`config.mk`:
```
export PLATFORM = sky130hd
export DESIGN_NAME = mds_sync_ctrl
export DESIGN_NICKNAME = d
export VERILOG_FILES = /design/src/rtl/mds_pkg.sv /design/src/rtl/mds_sync_ctrl.sv /design/src/rtl/mds_edge_sync.sv
export SDC_FILE = /design/constraint.sdc
export NUM_CORES = 1
export LEC_CHECK = 0
export ABC_AREA = 1
export CORE_MARGIN = 3
export CORE_UTILIZATION = 60
export CTS_BUF_LIST = sky130_fd_sc_hd__clkbuf_2 sky130_fd_sc_hd__clkbuf_4 sky130_fd_sc_hd__clkbuf_8
export CTS_CLUSTER_SIZE = 40
export DETAILED_ROUTE_END_ITERATION = 12
export DONT_BUFFER_PORTS = 1
export PLACE_DENSITY = 0.76
export SYNTH_ARGS = -nofsm -noshare
export SYNTH_HDL_FRONTEND = slang
export SYNTH_HIERARCHICAL = 1
export SYNTH_SLANG_ARGS = --single-unit
```
`constraint.sdc`:
```
create_clock -name ref_clk -period 4.2 [get_ports ref_clk]
set_input_delay 0.21 -clock ref_clk [delete_from_list [all_inputs] [get_ports ref_clk]]
set_output_delay 0.21 -clock ref_clk [all_outputs]
set_load 0.005 [all_outputs]
```
`src/rtl/mds_pkg.sv`:
```
package mds_pkg;
    // Register offsets
    localparam logic [7:0] MDS_SYNC_CONTROL_OFS = 8'h10;
    localparam logic [7:0] MDS_SYNC_STATUS_OFS = 8'h12;
    localparam logic [7:0] MDS_IRQ_MASK_OFS = 8'h13;
    localparam logic [7:0] MDS_CONFIG_OFS = 8'h14;
    // Sync control fields
    localparam int MDS_CTL_ENABLE_BIT = 7;
    localparam int MDS_CTL_DATA_RATE_BIT = 6;
    localparam int MDS_CTL_EDGE_BIT = 3;
    localparam int MDS_CTL_AVG_LSB = 0;
    localparam int MDS_CTL_AVG_W = 3;
    // Sync status fields
    localparam int MDS_STS_LOST_BIT = 7;
    localparam int MDS_STS_LOCKED_BIT = 6;
    // Config fields (clocking source, port mode)
    localparam int MDS_CFG_MULT_BIT = 0;
    localparam int MDS_CFG_SINGLE_PORT_BIT = 1;
    // Reset values
    localparam logic [7:0] MDS_SYNC_CONTROL_RST = 8'h00;
    localparam logic [7:0] MDS_IRQ_MASK_RST = 8'h00;
    localparam logic [7:0] MDS_CONFIG_RST = 8'h00;
    // Timing counts
    localparam int MDS_LOCK_BASE = 11;
    localparam int MDS_LOCK_UNIT = 64;
    localparam int MDS_FIFO_DEPTH = 8;
    localparam int MDS_FRAME_DUAL_PERIODS = 1;
    localparam int MDS_FRAME_SINGLE_PERIODS = 2;
    localparam logic [2:0] MDS_PHASE_TOL = 3'h1;

    typedef enum logic [1:0] {
        MDS_IDLE = 2'b00,
        MDS_ACQUIRE = 2'b01,
        MDS_LOCKED = 2'b11,
        MDS_LOST = 2'b10
    } mds_state_type;
endpackage

```
`src/rtl/mds_sync_ctrl.sv`:
```
`timescale 1ns/10ps
`default_nettype none
// How it works
// - Multiplier mode: one input is reference and sync
// - Direct clock: sync from separate sync input
// - Locked flag bit 6 on constant phase
// - Lost flag bit 7; host checks low
// - Frame strobe realigns FIFO pointers
// - Lost flag latches until software clears
// - Lock after (11+avg)*64 to *128 cycles
// - Multiplier allows only data-rate sync
// - FIFO-rate clock is data rate over eight
module mds_sync_ctrl
    import mds_pkg::*;
#(
    parameter int PHASE_W = 8
) (
    input wire logic ref_clk,
    input wire logic rst,
    input wire logic [7:0] reg_addr,
    input wire logic [7:0] reg_wdata,
    input wire logic reg_wr,
    input wire logic reg_rd,
    output logic [7:0] reg_rdata,
    input wire logic reference_sync_input,
    input wire logic separate_sync_input,
    input wire logic source_data_clock,
    input wire logic frame_strobe,
    output logic fifo_realign,
    output logic [2:0] write_pointer,
    output logic irq
);
    logic [7:0] ctl_q;
    logic [7:0] mask_q;
    logic [7:0] cfg_q;
    logic locked_q;
    logic lost_q;
    logic sync_lvl;
    logic sync_rise_raw;
    logic sync_fall_raw;
    logic sync_prev_q;
    logic sync_ev;
    logic dclk_rise;
    logic frame_lvl;
    logic sync_src;
    logic use_mult;
    logic fifo_rate;
    logic enable;
    mds_state_type state_q;
    logic [PHASE_W-1:0] phase_q;
    logic [PHASE_W-1:0] ref_phase_q;
    logic [15:0] avg_cnt_q;
    logic [15:0] lock_cnt_q;
    logic [2:0] fifo_div_q;
    logic [1:0] frame_cnt_q;
    logic frame_done_q;
    logic [7:0] rdata_d;

    function automatic logic [15:0] avg_count(input logic [2:0] code);
        avg_count = 16'h0001 << code;
    endfunction

    function automatic logic [15:0] lock_cycles(input logic [2:0] code);
        lock_cycles = 16'((MDS_LOCK_BASE + int'(avg_count(code))) * MDS_LOCK_UNIT);
    endfunction

    assign use_mult = cfg_q[MDS_CFG_MULT_BIT];
    assign enable = ctl_q[MDS_CTL_ENABLE_BIT];
    // Bit clear asks for FIFO-rate; multiplier clocking forbids it
    assign fifo_rate = enable & ~ctl_q[MDS_CTL_DATA_RATE_BIT] & ~use_mult;
    // Sync source follows clocking scheme
    assign sync_src = use_mult ? reference_sync_input : separate_sync_input;

    mds_edge_sync u_sync (
        .ref_clk(ref_clk),
        .rst(rst),
        .async_in(sync_src),
        .level_out(sync_lvl),
        .rise_out(sync_rise_raw)
    );

    mds_edge_sync u_dclk (
        .ref_clk(ref_clk),
        .rst(rst),
        .async_in(source_data_clock),
        .level_out(),
        .rise_out(dclk_rise)
    );

    mds_edge_sync u_frame (
        .ref_clk(ref_clk),
        .rst(rst),
        .async_in(frame_strobe),
        .level_out(frame_lvl),
        .rise_out()
    );

    // Edge select trades setup against hold margin on the sync sample
    always_ff @(posedge ref_clk or posedge rst) begin
        if (rst) begin
            sync_prev_q <= 1'b0;
        end else begin
            sync_prev_q <= sync_lvl;
        end
    end
    assign sync_fall_raw = ~sync_lvl & sync_prev_q;
    assign sync_ev = ctl_q[MDS_CTL_EDGE_BIT] ? sync_rise_raw : sync_fall_raw;

    always_ff @(posedge ref_clk or posedge rst) begin
        if (rst) begin
            ctl_q <= MDS_SYNC_CONTROL_RST;
            mask_q <= MDS_IRQ_MASK_RST;
            cfg_q <= MDS_CONFIG_RST;
        end else if (reg_wr) begin
            unique case (reg_addr)
                MDS_SYNC_CONTROL_OFS: ctl_q <= reg_wdata;
                MDS_IRQ_MASK_OFS: mask_q <= reg_wdata;
                MDS_CONFIG_OFS: cfg_q <= reg_wdata;
                default: ;
            endcase
        end
    end

    // Clock generation phase counter, free running
    always_ff @(posedge ref_clk or posedge rst) begin
        if (rst) begin
            phase_q <= '0;
        end else begin
            phase_q <= phase_q + 1'b1;
        end
    end

    // FIFO-rate clock: one pulse every depth data clocks
    always_ff @(posedge ref_clk or posedge rst) begin
        if (rst) begin
            fifo_div_q <= 3'h0;
        end else if (dclk_rise) begin
            fifo_div_q <= fifo_div_q + 3'h1;
        end
    end

    logic [PHASE_W-1:0] gap_q;
    logic [PHASE_W-1:0] gap;
    logic [2:0] fifo_ref_q;
    logic phase_ok;
    // Spacing of sync edges in phase counts; sync periods must stay below 2^PHASE_W
    assign gap = phase_q - ref_phase_q;
    assign phase_ok = (gap - gap_q <= PHASE_W'(MDS_PHASE_TOL)
        || gap_q - gap <= PHASE_W'(MDS_PHASE_TOL))
        && (!fifo_rate || fifo_div_q == fifo_ref_q);

    // Phase reference tracked in every state so a locked slip is seen
    always_ff @(posedge ref_clk or posedge rst) begin
        if (rst) begin
            ref_phase_q <= '0;
            gap_q <= '0;
            fifo_ref_q <= 3'h0;
        end else if (sync_ev) begin
            ref_phase_q <= phase_q;
            gap_q <= gap;
            fifo_ref_q <= fifo_div_q;
        end
    end

    // Lock acquisition: phase must stay constant for the averaged window
    always_ff @(posedge ref_clk or posedge rst) begin
        if (rst) begin
            state_q <= MDS_IDLE;
            lock_cnt_q <= 16'h0;
            avg_cnt_q <= 16'h0;
            locked_q <= 1'b0;
        end else if (!enable) begin
            state_q <= MDS_IDLE;
            locked_q <= 1'b0;
            lock_cnt_q <= 16'h0;
        end else begin
            if (lock_cnt_q != 16'hffff) begin
                lock_cnt_q <= lock_cnt_q + 16'h1;
            end
            unique case (state_q)
                MDS_IDLE: begin
                    state_q <= MDS_ACQUIRE;
                    lock_cnt_q <= 16'h0;
                    avg_cnt_q <= 16'h0;
                end
                MDS_ACQUIRE: begin
                    if (sync_ev) begin
                        if (!phase_ok) begin
                            avg_cnt_q <= 16'h0;
                        end else if (avg_cnt_q != 16'hffff) begin
                            avg_cnt_q <= avg_cnt_q + 16'h1;
                        end
                    end
                    if (lock_cnt_q >= lock_cycles(ctl_q[MDS_CTL_AVG_LSB +: MDS_CTL_AVG_W])
                            && avg_cnt_q >= avg_count(ctl_q[MDS_CTL_AVG_LSB +: MDS_CTL_AVG_W])) begin
                        state_q <= MDS_LOCKED;
                        locked_q <= 1'b1;
                    end
                end
                MDS_LOCKED: begin
                    if (sync_ev && !phase_ok) begin
                        state_q <= MDS_LOST;
                        locked_q <= 1'b0;
                    end
                end
                MDS_LOST: begin
                    state_q <= MDS_ACQUIRE;
                    lock_cnt_q <= 16'h0;
                    avg_cnt_q <= 16'h0;
                end
            endcase
        end
    end

    // Lost is sticky; a new loss wins over a same-cycle clear
    always_ff @(posedge ref_clk or posedge rst) begin
        if (rst) begin
            lost_q <= 1'b0;
        end else if (state_q == MDS_LOCKED && sync_ev && !phase_ok && enable) begin
            lost_q <= 1'b1;
        end else if (reg_wr && reg_addr == MDS_SYNC_STATUS_OFS && reg_wdata[MDS_STS_LOST_BIT]) begin
            lost_q <= 1'b0;
        end
    end

    // Frame must stay high one or two data clock periods before acting
    always_ff @(posedge ref_clk or posedge rst) begin
        if (rst) begin
            frame_cnt_q <= 2'h0;
            frame_done_q <= 1'b0;
        end else if (!frame_lvl) begin
            frame_cnt_q <= 2'h0;
            frame_done_q <= 1'b0;
        end else if (dclk_rise && frame_cnt_q != 2'h3) begin
            frame_cnt_q <= frame_cnt_q + 2'h1;
        end else if (frame_cnt_q >= (cfg_q[MDS_CFG_SINGLE_PORT_BIT]
                ? 2'(MDS_FRAME_SINGLE_PERIODS) : 2'(MDS_FRAME_DUAL_PERIODS))) begin
            frame_done_q <= 1'b1;
        end
    end

    logic realign_go;
    assign realign_go = frame_lvl && !frame_done_q && frame_cnt_q >= (cfg_q[MDS_CFG_SINGLE_PORT_BIT]
        ? 2'(MDS_FRAME_SINGLE_PERIODS) : 2'(MDS_FRAME_DUAL_PERIODS));

    // FIFO-rate mode resets to start level; data-rate mode to fixed offset
    always_ff @(posedge ref_clk or posedge rst) begin
        if (rst) begin
            fifo_realign <= 1'b0;
            write_pointer <= 3'h0;
        end else begin
            fifo_realign <= realign_go;
            if (realign_go) begin
                write_pointer <= fifo_rate ? 3'h0 : 3'(MDS_FIFO_DEPTH / 2);
            end else if (dclk_rise) begin
                write_pointer <= write_pointer + 3'h1;
            end
        end
    end

    always_comb begin
        rdata_d = 8'h00;
        unique case (reg_addr)
            MDS_SYNC_CONTROL_OFS: rdata_d = ctl_q;
            MDS_SYNC_STATUS_OFS: begin
                rdata_d[MDS_STS_LOST_BIT] = lost_q;
                rdata_d[MDS_STS_LOCKED_BIT] = locked_q;
            end
            MDS_IRQ_MASK_OFS: rdata_d = mask_q;
            MDS_CONFIG_OFS: rdata_d = cfg_q;
            default: rdata_d = 8'h00;
        endcase
    end

    always_ff @(posedge ref_clk or posedge rst) begin
        if (rst) begin
            reg_rdata <= 8'h00;
        end else if (reg_rd) begin
            reg_rdata <= rdata_d;
        end else begin
            reg_rdata <= 8'h00;
        end
    end

    assign irq = (lost_q & mask_q[MDS_STS_LOST_BIT]) | (locked_q & mask_q[MDS_STS_LOCKED_BIT]);

    sticky_lost_a: assert property (@(posedge ref_clk) disable iff (rst)
        lost_q && !(reg_wr && reg_addr == MDS_SYNC_STATUS_OFS) |=> lost_q)
        else $error("lost flag dropped without clear");
    lost_set_a: assert property (@(posedge ref_clk) disable iff (rst)
        enable && state_q == MDS_LOCKED && sync_ev && !phase_ok |=> lost_q && !locked_q)
        else $error("loss not reported");
    locked_state_a: assert property (@(posedge ref_clk) disable iff (rst)
        locked_q == (state_q == MDS_LOCKED))
        else $error("locked flag disagrees with state");
    lock_time_a: assert property (@(posedge ref_clk) disable iff (rst)
        $rose(locked_q) |-> $past(lock_cnt_q) >=
            lock_cycles(ctl_q[MDS_CTL_AVG_LSB +: MDS_CTL_AVG_W]))
        else $error("lock too early");
    mult_mode_a: assert property (@(posedge ref_clk) disable iff (rst)
        use_mult |-> !fifo_rate)
        else $error("fifo rate with multiplier");
    realign_ptr_a: assert property (@(posedge ref_clk) disable iff (rst)
        realign_go && fifo_rate |=> fifo_realign && write_pointer == 3'h0)
        else $error("realign pointer wrong");
    realign_offset_a: assert property (@(posedge ref_clk) disable iff (rst)
        realign_go && !fifo_rate |=> fifo_realign && write_pointer == 3'(MDS_FIFO_DEPTH / 2))
        else $error("realign offset wrong");
    frame_hold_a: assert property (@(posedge ref_clk) disable iff (rst)
        fifo_realign |-> $past(frame_cnt_q) >= ($past(cfg_q[MDS_CFG_SINGLE_PORT_BIT])
            ? 2'(MDS_FRAME_SINGLE_PERIODS) : 2'(MDS_FRAME_DUAL_PERIODS)))
        else $error("realign before frame held");
    irq_level_a: assert property (@(posedge ref_clk) disable iff (rst)
        lost_q && mask_q[MDS_STS_LOST_BIT] |-> irq)
        else $error("irq missing");
endmodule // mds_sync_ctrl
`default_nettype wire

```
`src/rtl/mds_edge_sync.sv`:
```
`timescale 1ns/10ps
`default_nettype none
// Two-stage synchroniser with a rising-edge pulse taken after the second stage
module mds_edge_sync (
    input wire logic ref_clk,
    input wire logic rst,
    input wire logic async_in,
    output logic level_out,
    output logic rise_out
);
    logic meta_q;
    logic sync_q;
    logic prev_q;

    always_ff @(posedge ref_clk or posedge rst) begin
        if (rst) begin
            meta_q <= 1'b0;
            sync_q <= 1'b0;
            prev_q <= 1'b0;
        end else begin
            meta_q <= async_in;
            sync_q <= meta_q;
            prev_q <= sync_q;
        end
    end

    assign level_out = sync_q;
    assign rise_out = sync_q & ~prev_q;
endmodule // mds_edge_sync
`default_nettype wire

```
==> impl_metrics.ini, run 1 <==
[status]
status = complete, no violations

[floorplanning]
die_area_um2 = 12400
start_util = 0.633
die_w_um = 112
num_io_pins = 37
rows = 37
coreArea_um2 = 10600
die_h_um = 112

[min_path]
whs_path_depth = 3
hp-class = input pin to flop
min_to = reg_rdata[3]
min_from = reg_addr[2]

[placement]
dpl.hpwl_um = 10100
place_ws_ps = 419
numPortBuffers = 0
routabilityCongestion = 0.881

[route]
first_iter_violations = 437
wl_per_cell_um = 14.1
drc = 0
ant_nets = 0
viasPerCell = 5.50
firstDrtPassIters = 5
wirelength_um = 14200
vias = 5551

[timing]
period_share = 0.903
worst_pin_slew_ps = 943
fin_ws_ps = 408
fin_skew_ps = 10.3
fin_setup_tns_ps = 0
fmax_mhz = 264
min_period_ps = 3790
slew_headroom = 0.369
setup_viol = 0
timing.final.hold_violations = 0
drv_slew = 0
rsz0062_at_grt = no

[setup_path]
critical_path_class = flop to flop
rrSetupSlack_ps = 410
required_ps = 4580
crit_path_cell_trace = inv_1 -> ha_1 -> inv_1 -> fa_1 -> nand2_1 -> nand2_1 -> nand3_2 -> a21oi_1 -> or2_2 -> xnor2_1 -> inv_1 -> ha_1 -> a21oi_1 -> inv_1 -> a21oi_1 -> nand2_1 -> nand2_1 -> nand2_1 -> nand2_2 -> nand3_2 -> nor2_1 -> nand3_1 -> nand2_1
r2r-end = avg_cnt_q[13]
crit_path_top_delay_cell = dfrtp_1
reg2reg_from = phase_q[0]
worst-r2r-cell-count = 23
critical_path.top_delay_family = simple AND/OR/NAND/NOR gates
arrival_ps = 4170
cp_max_fo = 16
slowest_delay_ps = 410
cpMostUsedCell = nand2_1
cp-start-kind = flop
path_buf_inv = 4
cp-end-kind = flop

[layout]
area_growth_pct = 10.2
final_common_cell = nand2_1
diodes = 0
final_nets = 933
drive_above_1_share = 0.0687
layout_common_cells = nand2_1, inv_1, dfrtp_1
fillCellCount = 862

[power]
p_per_area_nw_per_um2 = 453
p_leak_nw = 3.63
ir_worst_vdd_mv = 0.353

[synthesis]
syn_inst = 839
synth_area_um2 = 6690
synth.avg_cell_area_um2 = 7.97
yosys_warnings = 6
syn_nets = 912

[run]
drv_cap = 0

[clock_network]
cts_max_level = 4
numClockSinks = 114
cts_tree = yes
clk_path_buf_depth = 2
cts_buffers = 17
cts-root-buf = clkbuf_8
clk_latency_ps = 440
clk_pin_slew_ps = 70

[grt]
grt_usage = 0.245
grt_overflow = 0
grt_pass1_vias = 5516
antenna_found_initial = 0
grt_max_degree = 68
grt_pass1_wl_um = 25100
[layout make-up]
type	count	area [µm²]	area share
clock buffer	20	275	0.0374
sequential	114	2850	0.387
inverter	137	517	0.0701
clock inverter	12	131	0.0178
multi-input combinational	572	3240	0.440
timing repair buffer	18	178	0.0241
tap	136	170	0.0231
[power by group]
group          switching (mW)  internal (mW)  leakage, nW  total [mW]
logic                   0.626          0.368         1.97       0.994
registers              0.0954           1.21         1.47        1.30
clock network           0.470          0.572        0.185        1.04
total                    1.19           2.15         3.63        3.34
[stage by stage]
stage               power, mW  cell area (µm²)  hold WS [ps]  instances   util
finish                   3.34             7370          51.1       1009  0.698
global route             3.57             7370          56.6       1009  0.698
global placement         2.21             6790         -47.1        960  0.643
floorplan                2.07             6690         -48.8        839      -
CTS                      3.34             7370          32.5       1009  0.698
detailed placement       2.28             6790         -43.1        960  0.643
[routing by layer]
| metal | vias up | global-route usage | wire length (µm) |
|---|---|---|---|
| met2 | 125 | 0.401 | 6780 |
| met4 | 0 | 0.0957 | 291 |
| met5 | - | 0 | 0 |
| li1 | 2750 | - | - |
| met3 | 27 | 0.0592 | 620 |
| met1 | 2649 | 0.315 | 6500 |
[what timing repair did]
action                                 CTS  global route
endpoints found under the hold margin  110             0
buffers inserted                         0             0
hold buffers                            17             0
gates resized for setup                  0             0
[state kept, by name, indices dropped and copies added, names as in the netlist, 2 cells and up]
register / count
ref_phase_q: 8
gap_q: 8
avg_cnt_q: 16
cfg_q: 8
write_pointer: 3
mask_q: 8
ctl_q: 8
frame_cnt_q: 2
fifo_ref_q: 3
phase_q: 8
fifo_div_q: 3
lock_cnt_q: 16
state_q: 2
reg_rdata: 8
[how the worst max path moves through the flow]
stage / start / end / slack (ps) / cells past startpoint
floorplan: phase_q[0] / avg_cnt_q[8] / 880 / 25
global placement: phase_q[0] / avg_cnt_q[2] / 670 / 25
detailed placement: phase_q[0] / avg_cnt_q[13] / 420 / 25
CTS: phase_q[0] / avg_cnt_q[13] / 400 / 25
global route: phase_q[0] / avg_cnt_q[8] / 30 / 25
finish: phase_q[0] / avg_cnt_q[13] / 410 / 23
[tightest hold or removal path, cell delays in order]
cell and delay (ps):
nor2_1 30, nand4_1 110, a311oi_1 100
No activity file was read; power rests on OpenSTA's default activity.
==> run 2: changes to the inputs <==
--- a/config.mk
+++ b/config.mk
@@ -15,5 +15,4 @@
 export PLACE_DENSITY = 0.76
 export SYNTH_ARGS = -nofsm -noshare
 export SYNTH_HDL_FRONTEND = slang
-export SYNTH_HIERARCHICAL = 1
 export SYNTH_SLANG_ARGS = --single-unit
==> run 2 against run 1 <==
Against the previous run: power shrank 3.1%; combinational power shrank 2.3%; clock power down 5%; cell count up 1.2%; flip-flop and latch count shrank 1; global-route usage is 0.63 points lower; synthesized area rose by 2.4%; setup slack better by 3.8 ps; design area rose by 1.7%; via count is 2.4% higher; worst hold slack improved by 2.9 ps; critical endpoint is now avg_cnt_q[10].
==> impl_metrics.ini, run 2 <==
[status]
status = complete, no violations

[clock_network]
cts_max_level = 4
cts_buffers = 17
numClockSinks = 113
clk_path_buf_depth = 2
clk_pin_slew_ps = 60
cts-root-buf = clkbuf_8
clk_latency_ps = 440
cts_tree = yes

[timing]
slew_headroom = 0.368
timing.final.hold_violations = 0
drv_slew = 0
fin_skew_ps = 8.82
fmax_mhz = 264
fin_ws_ps = 412
rsz0062_at_grt = no
fin_setup_tns_ps = 0
period_share = 0.902
min_period_ps = 3790
setup_viol = 0
fin_hold_ws_ps = 54.0
worst_pin_slew_ps = 945

[setup_path]
cp_max_fo = 16
cp-start-kind = flop
cpMostUsedCell = nand2_1
arrival_ps = 4110
critical_path_class = flop to flop
critical_path.top_delay_family = simple AND/OR/NAND/NOR gates
path_buf_inv = 4
crit_path_top_delay_cell = fa_1
slowest_delay_ps = 420
required_ps = 4520
rrSetupSlack_ps = 410
cp-end-kind = flop

[synthesis]
synth_edf_count = 0
yosys_warnings = 0
synth_most_common_cell = nand2_1
synth_common_cells = nand2_1, inv_1, dfrtp_1
yosysSeqAreaShare = 0.413
synth_area_um2 = 6850
synth.avg_cell_area_um2 = 8.03
ys_top_cells_by_area = dfrtp_1, nand2_1, ha_1
syn_inst = 853
synth_top_area_cell = dfrtp_1
synthDistinctLibCells = 49
synth_top_area_frac = 0.413
syn_nets = 926
synth-seq-cells = 113
synth_ff_type = dfrtp_1
synthArstFlopShare = 1.00

[layout]
final_common_cell = nand2_1
final_nets = 942
drive_above_1_share = 0.0874
diodes = 0
layout_common_cells = nand2_1, inv_1, dfrtp_1
reg_top3 = avg_cnt_q (16), lock_cnt_q (16)
area_growth_pct = 9.50
design_area_um2 = 7500

[grt]
grt_overflow = 0
grt_max_degree = 79
grtUsageMet2 = 0.402
grt_pass1_vias = 5604
grt_use_met1 = 0.294
grt_pass1_wl_um = 24800
top_usage_layer = met2
antenna_found_initial = 0
grt_usage = 0.238
grt_util_met3 = 0.0551

[route]
wl_per_cell_um = 14.0
vias = 5685
ant_nets = 0
wirelength_um = 14300
drc = 0
firstDrtPassIters = 5
first_iter_violations = 436
viasPerCell = 5.57

[min_path]
hp-class = input pin to flop

[placement]
dpl.hpwl_um = 10200
numPortBuffers = 0
placed_cell_area_um2 = 6930
routabilityCongestion = 0.898
place_ws_ps = 214

[power]
p_leak_nw = 3.68
power_mw = 3.23
p_per_area_nw_per_um2 = 431
ir_worst_vdd_mv = 0.352

[run]
drv_cap = 0

[floorplanning]
die_w_um = 113
die_h_um = 113
start_util = 0.623
coreArea_um2 = 11000
rows = 38
num_io_pins = 37
die_area_um2 = 12700
-- run 2: area by class of cell --
class / count / area (µm²)
Sequential cell: 113 / 2830
Clock inverter: 11 / 114
Multi-Input combinational cell: 577 / 3420
Inverter: 144 / 543
Clock buffer: 20 / 263
Fill cell: 866 / 3490
Tap cell: 140 / 175
Timing Repair Buffer: 16 / 155
-- run 2: logic make-up after synthesis --
family,Yosys count,synth area share
AND/OR/NAND/NOR,350,0.230
buffers and inverters,164,0.0947
AO/OA/AOI/OAI,141,0.122
flip-flops,113,0.413
adder cells (fa/ha/maj),49,0.0928
XOR/XNOR,34,0.0435
multiplexers,2,0.00329
-- run 2: routing by layer --
layer  vias up  share of wire
met5         -              0
met4         0          0.018
met3        24          0.038
met2       139           0.51
met1      2706           0.44
li1       2816              -
-- run 2: tightest hold or removal path, stage by stage --
cell and delay (ps):
inv_1 60, nor3_1 60, o21ai_0 120
-- run 2: worst paths after layout --
path | startpoint | to | cells after the start
hold / removal | reg_wr | lost_q | 3
setup reg to reg | phase_q[0] | avg_cnt_q[10] | 27
hold reg to reg | u_frame.meta_q | u_frame.level_out | 0
min in group asynchronous | rst | ctl_q[4] | 2
max in group asynchronous | rst | avg_cnt_q[10] | 3
setup / recovery | phase_q[0] | avg_cnt_q[10] | 27
-- run 2: metrics by stage --
stage	utilization	instances
6_report	0.683	1021
5_1_grt	0.683	1021
4_1_cts	0.678	1020
3_5_place_dp	0.631	975
3_3_place_gp	0.631	975
2_1_floorplan	-	853
-- run 2: timing repair --
item | CTS | global route
buffers inserted | 0 | 0
resized for setup | 0 | 6
endpoints found under the setup margin | 0 | 16
endpoints found under the hold margin | 112 | 0
hold buffers | 14 | 0
-- run 2: report_power, final --
group / total [mW] / internal [mW] / leakage (nW) / switching, mW
Clock: 0.984 / 0.546 / 0.195 / 0.438
Sequential: 1.28 / 1.20 / 1.45 / 0.0820
Combinational: 0.971 / 0.381 / 2.03 / 0.590
Total: 3.23 / 2.12 / 3.68 / 1.11
